File: src/status_pkg.sv
package status_pkg;

  localparam int STB_MSB_BIT = 0;
  localparam int STB_MSG_BIT = 2;
  localparam int STB_MAV_BIT = 4;
  localparam int STB_ESB_BIT = 5;
  localparam int STB_RQS_BIT = 6;

  localparam int ESR_OPC_BIT = 0;
  localparam int ESR_RQC_BIT = 1;
  localparam int ESR_QYE_BIT = 2;
  localparam int ESR_DDE_BIT = 3;
  localparam int ESR_EXE_BIT = 4;
  localparam int ESR_CME_BIT = 5;
  localparam int ESR_URQ_BIT = 6;
  localparam int ESR_PON_BIT = 7;

  localparam logic [7:0] SRE_RESET      = 8'h00;
  localparam logic [7:0] ESE_RESET      = 8'h00;
  localparam logic [7:0] ESR_RESET      = 8'h80;
  localparam logic [7:0] SRE_WRITE_MASK = 8'hBF;
  localparam logic [7:0] ESR_READ_MASK  = 8'hBD;

  localparam int ERR_DEPTH = 8;
  localparam int ERR_WIDTH = 16;

  // Error sources seen by the parser and execution units.
  typedef struct packed {
    logic cmd_err;
    logic exe_err;
    logic dev_err;
    logic qry_err;
  } err_events_t;

  typedef struct packed {
    logic       wr_sre;
    logic       wr_ese;
    logic [7:0] wdata;
    logic       rd_esr;
    logic       clear_status;
    logic       after_term;
    logic       opc_cmd;
  } cmd_t;

endpackage

File: src/error_queue.sv
`timescale 1ns/100ps
module error_queue #(
  parameter int DEPTH = status_pkg::ERR_DEPTH,
  parameter int WIDTH = status_pkg::ERR_WIDTH
) (
  input  wire logic             i_clk_sys,
  input  wire logic             i_rst,
  input  wire logic             i_clear,
  input  wire logic             i_push,
  input  wire logic [WIDTH-1:0] i_data,
  input  wire logic             i_pop,
  output logic      [WIDTH-1:0] o_data,
  output logic                  o_not_empty,
  output logic                  o_overflow
);
  localparam int AW = $clog2(DEPTH);

  logic [WIDTH-1:0] mem [DEPTH];
  logic [AW-1:0]    wr_q;
  logic [AW-1:0]    rd_q;
  logic [AW:0]      cnt_q;
  logic             full;
  logic             do_push;
  logic             do_pop;

  assign full        = (cnt_q == (AW+1)'(DEPTH));
  assign o_not_empty = (cnt_q != '0);
  assign do_pop      = i_pop && o_not_empty;
  // A full queue drops new entries and flags it, unless a pop comes in the same cycle; old errors matter most.
  assign do_push     = i_push && (!full || do_pop);
  assign o_data      = mem[rd_q];

  function automatic logic [AW-1:0] inc(input logic [AW-1:0] p);
    inc = (p == AW'(DEPTH-1)) ? '0 : p + AW'(1);
  endfunction

  always_ff @(posedge i_clk_sys) begin
    if (do_push) begin
      mem[wr_q] <= i_data;
    end
  end

  always_ff @(posedge i_clk_sys) begin
    if (i_rst || i_clear) begin
      wr_q  <= '0;
      rd_q  <= '0;
      cnt_q <= '0;
    end else begin
      if (do_push) begin
        wr_q <= inc(wr_q);
      end
      if (do_pop) begin
        rd_q <= inc(rd_q);
      end
      cnt_q <= cnt_q + (AW+1)'(do_push) - (AW+1)'(do_pop);
    end
  end

  always_ff @(posedge i_clk_sys) begin
    if (i_rst || i_clear) begin
      o_overflow <= 1'b0;
    end else if (i_push && full && !do_pop) begin
      o_overflow <= 1'b1;
    end
  end
endmodule

File: src/ieee488_status_reporting.sv
`timescale 1ns/100ps
module ieee488_status_reporting #(
  parameter int ERR_DEPTH = status_pkg::ERR_DEPTH,
  parameter int ERR_WIDTH = status_pkg::ERR_WIDTH
) (
  input  wire logic                  i_clk_sys,
  input  wire logic                  i_rst,
  input  wire status_pkg::cmd_t      i_cmd,
  input  wire status_pkg::err_events_t i_err,
  input  wire logic [ERR_WIDTH-1:0]  i_err_code,
  input  wire logic                  i_err_pop,
  input  wire logic                  i_ops_pending,
  input  wire logic                  i_remote_to_local_flag,
  input  wire logic                  i_module_summary,
  input  wire logic                  i_out_queue_not_empty,
  input  wire logic                  i_msg_queue_not_empty,
  input  wire logic                  i_serial_poll,
  output logic                       o_out_queue_clear,
  output logic [7:0]                 o_sre,
  output logic [7:0]                 o_ese,
  output logic [7:0]                 o_esr,
  output logic [7:0]                 o_stb,
  output logic [7:0]                 o_poll_byte,
  output logic                       o_srq,
  output logic [ERR_WIDTH-1:0]       o_err_code,
  output logic                       o_err_not_empty,
  output logic                       o_err_overflow
);

  logic [7:0] sre_q;
  logic [7:0] ese_q;
  logic [7:0] esr_q;
  logic [7:0] esr_set;
  logic [7:0] summary;
  logic       mss;
  logic       rqs_q;
  logic       mss_q;
  logic       opc_armed_q;
  logic       any_err;
  logic       clr;

  assign clr     = i_cmd.clear_status;
  assign any_err = i_err.cmd_err | i_err.exe_err | i_err.dev_err
                 | i_err.qry_err;

  // Service request enable register; bit six is never stored.
  always_ff @(posedge i_clk_sys) begin
    if (i_rst) begin
      sre_q <= status_pkg::SRE_RESET;
    end else if (i_cmd.wr_sre) begin
      sre_q <= i_cmd.wdata & status_pkg::SRE_WRITE_MASK;
    end
  end

  always_ff @(posedge i_clk_sys) begin
    if (i_rst) begin
      ese_q <= status_pkg::ESE_RESET;
    end else if (i_cmd.wr_ese) begin
      ese_q <= i_cmd.wdata;
    end
  end

  // Completion waits until every pending operation has drained.
  always_ff @(posedge i_clk_sys) begin
    if (i_rst || clr) begin
      opc_armed_q <= 1'b0;
    end else if (i_cmd.opc_cmd) begin
      opc_armed_q <= 1'b1;
    end else if (!i_ops_pending) begin
      opc_armed_q <= 1'b0;
    end
  end

  always_comb begin
    esr_set = 8'h00;
    esr_set[status_pkg::ESR_OPC_BIT] = opc_armed_q && !i_ops_pending;
    esr_set[status_pkg::ESR_QYE_BIT] = i_err.qry_err;
    esr_set[status_pkg::ESR_DDE_BIT] = i_err.dev_err;
    esr_set[status_pkg::ESR_EXE_BIT] = i_err.exe_err;
    esr_set[status_pkg::ESR_CME_BIT] = i_err.cmd_err;
    // Bit one of this register carries the remote to local event; bit six stays 0.
    esr_set[status_pkg::ESR_URQ_BIT] = 1'b0;
    esr_set[status_pkg::ESR_RQC_BIT] = i_remote_to_local_flag;
  end

  // Event bits latch; a new event in the clearing cycle survives.
  always_ff @(posedge i_clk_sys) begin
    if (i_rst) begin
      esr_q <= status_pkg::ESR_RESET;
    end else if (clr || i_cmd.rd_esr) begin
      esr_q <= esr_set;
    end else begin
      esr_q <= esr_q | esr_set;
    end
  end

  always_comb begin
    summary = 8'h00;
    summary[status_pkg::STB_MSB_BIT] = i_module_summary;
    summary[status_pkg::STB_MSG_BIT] = i_msg_queue_not_empty;
    summary[status_pkg::STB_MAV_BIT] = i_out_queue_not_empty;
    summary[status_pkg::STB_ESB_BIT] = |(esr_q & ese_q);
  end

  assign mss = |(summary & sre_q & status_pkg::SRE_WRITE_MASK);

  always_ff @(posedge i_clk_sys) begin
    if (i_rst) begin
      mss_q <= 1'b0;
    end else begin
      mss_q <= mss;
    end
  end

  // The request flag rises on a new reason and falls when polled or on a clear status.
  always_ff @(posedge i_clk_sys) begin
    if (i_rst || clr) begin
      rqs_q <= 1'b0;
    end else if (mss && !mss_q) begin
      rqs_q <= 1'b1;
    end else if (i_serial_poll) begin
      rqs_q <= 1'b0;
    end
  end

  error_queue #(
    .DEPTH (ERR_DEPTH),
    .WIDTH (ERR_WIDTH)
  ) u_errq (
    .i_clk_sys   (i_clk_sys),
    .i_rst       (i_rst),
    .i_clear     (clr),
    .i_push      (any_err),
    .i_data      (i_err_code),
    .i_pop       (i_err_pop),
    .o_data      (o_err_code),
    .o_not_empty (o_err_not_empty),
    .o_overflow  (o_err_overflow)
  );

  always_ff @(posedge i_clk_sys) begin
    if (i_rst) begin
      o_stb       <= 8'h00;
      o_poll_byte <= 8'h00;
      o_srq       <= 1'b0;
      o_esr       <= 8'h00;
      o_sre       <= 8'h00;
      o_ese       <= 8'h00;
      o_out_queue_clear <= 1'b0;
    end else begin
      o_stb       <= summary | (8'(mss) << status_pkg::STB_RQS_BIT);
      o_poll_byte <= summary | (8'(rqs_q) << status_pkg::STB_RQS_BIT);
      o_srq       <= rqs_q;
      // The remote to local event stays internal so the RQC slot reads 0.
      o_esr       <= esr_q & status_pkg::ESR_READ_MASK;
      o_sre       <= sre_q;
      o_ese       <= ese_q;
      o_out_queue_clear <= clr && i_cmd.after_term;
    end
  end

  srq_follow_a: assert property (@(posedge i_clk_sys) disable iff (i_rst)
    !rqs_q ##1 rqs_q |-> $past(mss) && !$past(mss_q))
    else $error("request flag rose without new reason");
  poll_clear_a: assert property (@(posedge i_clk_sys) disable iff (i_rst)
    rqs_q && i_serial_poll && !(mss && !mss_q) |=> !rqs_q)
    else $error("request flag not cleared by poll");
  sre_bit6_a: assert property (@(posedge i_clk_sys) disable iff (i_rst)
    !sre_q[6])
    else $error("enable bit six stored");
  esr_latch_a: assert property (@(posedge i_clk_sys) disable iff (i_rst)
    esr_q[status_pkg::ESR_CME_BIT] && !clr && !i_cmd.rd_esr
    |=> esr_q[status_pkg::ESR_CME_BIT])
    else $error("event bit lost");
  cme_set_a: assert property (@(posedge i_clk_sys) disable iff (i_rst)
    i_err.cmd_err |=> esr_q[status_pkg::ESR_CME_BIT])
    else $error("command error not latched");
  mav_track_a: assert property (@(posedge i_clk_sys) disable iff (i_rst)
    1'b1 |=> o_stb[status_pkg::STB_MAV_BIT] == $past(i_out_queue_not_empty))
    else $error("message available wrong");
  esb_track_a: assert property (@(posedge i_clk_sys) disable iff (i_rst)
    |(esr_q & ese_q) |=> o_stb[status_pkg::STB_ESB_BIT])
    else $error("event summary missing");
  r2l_latch_a: assert property (@(posedge i_clk_sys) disable iff (i_rst)
    i_remote_to_local_flag |=> esr_q[status_pkg::ESR_RQC_BIT])
    else $error("remote to local event not latched");
  urq_zero_a: assert property (@(posedge i_clk_sys) disable iff (i_rst)
    !o_esr[status_pkg::ESR_URQ_BIT])
    else $error("user request bit set");
  outq_clr_a: assert property (@(posedge i_clk_sys) disable iff (i_rst)
    clr && !i_cmd.after_term |=> !o_out_queue_clear)
    else $error("output queue cleared in general case");

  srq_cov: cover property (@(posedge i_clk_sys) rqs_q ##1 !rqs_q);
  opc_cov: cover property (@(posedge i_clk_sys)
    i_cmd.opc_cmd ##[1:20] esr_q[status_pkg::ESR_OPC_BIT]);
  cls_cov: cover property (@(posedge i_clk_sys) clr && i_cmd.after_term);
endmodule

File: config.mk
export PLATFORM = sky130hd
export DESIGN_NAME = ieee488_status_reporting
export DESIGN_NICKNAME = d
export VERILOG_FILES = /design/src/status_pkg.sv /design/src/error_queue.sv /design/src/ieee488_status_reporting.sv
export SDC_FILE = /design/constraint.sdc
export NUM_CORES = 1
export LEC_CHECK = 0
export ABC_AREA = 1
export BUFFER_PORTS_ARGS = -buffer_cell sky130_fd_sc_hd__clkbuf_2
export CORE_MARGIN = 2
export CORE_UTILIZATION = 35
export DETAILED_ROUTE_END_ITERATION = 8
export PLACE_DENSITY = 0.6
export SLEW_MARGIN = 0
export SYNTH_ARGS = -nofsm -noshare
export SYNTH_HDL_FRONTEND = slang
export SYNTH_SLANG_ARGS = --single-unit
File: constraint.sdc
create_clock -name i_clk_sys -period 6.55 [get_ports i_clk_sys]
set_input_delay 0.9825 -clock i_clk_sys [delete_from_list [all_inputs] [get_ports i_clk_sys]]
set_output_delay 0.9825 -clock i_clk_sys [all_outputs]
set_load 0.01 [all_outputs]
==> impl_metrics.yaml <==
global_routing:
  first_global_vias: 4393
  grt_overflow_total: 0
  antenna_found_initial: 0
  gr-usage-all-layers_pct: 13.8
  grt_pass1_wl_um: 23300
  grt_max_degree: 65
critical_path:
  worstPathRequired_ns: 5.57
  crit_slowest_cell: "buf_4"
  cpMostUsedCell: "nand2_1"
  cp_max_fo: 64
  criticalPathCategory: "reg -> out"
  cp-start-kind: "flip-flop"
  worstPathArrival_ns: 2.26
  cp_cell_sequence: "buf_4, o21ai_0, o22ai_1, nand2_1, nand2_1, clkbuf_2"
  end_kind: "output port"
  critical_path.max_stage_delay_ns: 0.67
route:
  post_drt_wl_per_cell_um: 15.1
  drt_iter0_markers: 206
  wirelength_um: 15100
  drtPass1Iterations: 5
  vias: 4591
  ant_nets: 0
  drc_errors: 0
  post_drt_via_cell_ratio: 4.59
cts:
  cts_resized: 0
  cts_setup_buffers: 0
  cts_buffer_depth: 2
  cts-root-buf: "clkbuf_16"
  numCtsBuffers: 17
  clock_latency_ns: 0.43
  ctsHoldBuffers: 0
  cts_tree: "done"
  clkTransAtPathRegs_ns: 0.06
  h-tree-depth: 4
  cts.sinks: 194
die:
  die_x_um: 150
  io_pins: 103
  initial_core_util_pct: 35.6
  die_height_um: 150
  die-area_sq_um: 22500
  coreArea_sq_um: 21000
  rows: 53
finish:
  layout_common_cells: "128 x edfxtp_1, 93 x clkbuf_2, 82 x nand2_1, 79 x nor2_1, 64 x dfxtp_1"
  drive_gt1_share_pct: 20.0
  final_area_sq_um: 8650
  layout_commonest_cell: "edfxtp_1"
  diodes: 0
  fin_cells: 1000
  layout.nets: 766
  fill_cells: 2001
  syn_to_final_growth_pct: 15.8
placement:
  dpl-instance-area_sq_um: 8090
  pre_cts_ws_ns: 3.69
  placedCellCount: 968
  gp_congestion: 0.740
  port_buffers: 93
  hpwlAfterDp_um: 9310
sta:
  finalSetupViolCount: 0
  tightest_slew_ns: 0.984
  slew_viol_final: 0
  hold_viol: 0
  fin_ws_ns: 3.30
  period_minus_slack_ns: 3.25
  rsz0062_at_grt: "false"
  finClkSkew_ns: 0.0127
  finalCritPeriodShare_pct: 49.6
  slew_headroom_pct: 34.3
  fin_setup_tns_ns: 0
  fmax_ghz: 0.308
pwr:
  leakagePower_nw: 3.36
  peakVddDrop_uv: 200
  cellPowerDensity_nw_per_um2: 346
  power.total_mw: 3.00
synth:
  syn_area_per_cell_sq_um: 11.9
  ys_seq_area_share_pct: 69.1
  yosys_warnings: 0
  synth-seq-cells: 194
  synth_area_leaders: "edfxtp_1 51%, dfxtp_1 18%, mux2i_1 4.3%, nand2_1 4.1%, nor2_1 4.0%"
  yosys.cell_types.count: 33
  synth_cells: 626
  syn_area_sq_um: 7470
  synth_top_cell_area_share_pct: 51.4
  synth_top_area_cell: "edfxtp_1"
min_path:
  hold_path_class: "reg -> reg"
flow_run:
  max-cap-violations: 0
status:
  status: "finished clean"
## layer usage
metal | up-vias | share of wire, % | GRT usage (%)
met4 | 0 | 0.84 | 3.82
met2 | 109 | 47 | 22.6
met1 | 2168 | 46 | 17.6
met3 | 11 | 5.6 | 4.36
li1 | 2303 | - | -
met5 | - | 0 | 0
## registers in the layout, indices dropped and copies added (netlist names), named ones only
| register | count |
|---|---|
| opc_armed_q | 1 |
| o_sre | 7 |
| sre_q | 7 |
| o_esr | 6 |
| u_errq.wr_q | 3 |
| u_errq.rd_q | 3 |
| u_errq.mem | 128 |
| o_poll_byte | 4 |
| o_srq | 1 |
| u_errq.o_overflow | 1 |
| ese_q | 8 |
| mss_q | 1 |
| rqs_q | 1 |
| u_errq.cnt_q | 4 |
| esr_q | 7 |
| o_out_queue_clear | 1 |
| o_ese | 8 |
## logic make-up (layout without fill, tap and decap cells)
| logic type | after synthesis | count (layout) | synth area share, % |
|---|---|---|---|
| other | 1 | 9 | 0.0502 |
| muxes | 32 | 32 | 4.29 |
| and+or+nand+nor | 174 | 174 | 9.34 |
| xor gates and xnor gates | 1 | 1 | 0.117 |
| DFF | 194 | 194 | 69.1 |
| buffers and inverters | 96 | 187 | 6.60 |
| AOI/OAI and AO/OA | 117 | 117 | 8.56 |
| adders and majority gates | 11 | 11 | 1.94 |
## path summary, 6_finish.rpt
check	slack [ns]	end	cells past startpoint	start
setup / recovery	3.30	o_err_code[5]	6	flip-flop
hold / removal	0.43	o_srq$_SDFF_PP0_	2	rqs_q$_SDFFE_PP0P_
hold reg to reg	0.43	o_srq$_SDFF_PP0_	2	rqs_q$_SDFFE_PP0P_
setup reg to reg	4.26	u_errq.mem[4][15]$_DFFE_PP_	8	u_errq.cnt_q[2]$_SDFF_PP0_
## Yosys cell counts
cell type,n
nand3_1,1
nand2_2,2
dfxtp_1,66
o21ai_0,39
o22ai_1,32
a21oi_1,24
clkbuf_1,4
nor3b_1,1
xor2_1,1
inv_2,2
buf_8,2
ha_1,10
edfxtp_1,128
fa_1,1
o21ai_1,18
nor2_1,79
buf_1,4
inv_1,52
a32o_1,1
conb_1,1
or2_4,1
nand4_1,1
o211a_1,1
nand2_4,2
a211oi_1,1
or2_2,1
buf_4,18
mux2i_1,32
a31oi_1,1
buf_2,10
nor2_2,4
buf_6,4
nand2_1,82
## through the flow
step / utilization, % / hold slack (ns)
2_1_floorplan: - / 0.402
3_3_place_gp: 38.5 / 0.422
3_5_place_dp: 38.5 / 0.420
4_1_cts: 41.2 / 0.435
5_1_grt: 41.2 / 0.454
6_report: 41.2 / 0.431
## layout make-up
| class | instances | area [sq um] | area share [%] |
|---|---|---|---|
| clock inverter | 14 | 138 | 1.59 |
| clock buffer | 18 | 429 | 4.96 |
| sequential | 194 | 5170 | 59.7 |
| inverter | 54 | 203 | 2.34 |
| timing repair buffer | 101 | 526 | 6.07 |
| multi-input combinational | 344 | 1850 | 21.3 |
| tap | 275 | 344 | 3.98 |
## critical path, delay by kind of cell (launching register included)
kind	cells	cell delay (ns)
AOI/OAI and AO/OA	2	0.48
buffers and inverters	2	0.80
and+or+nand+nor	2	0.18
DFF	1	0.34
## power by group
| part | switching, mW | internal [mW] |
|---|---|---|
| Combinational | 0.356 | 0.199 |
| Sequential | 0.0395 | 1.42 |
| Clock | 0.480 | 0.507 |
Power figures use the tool's default switching activity.
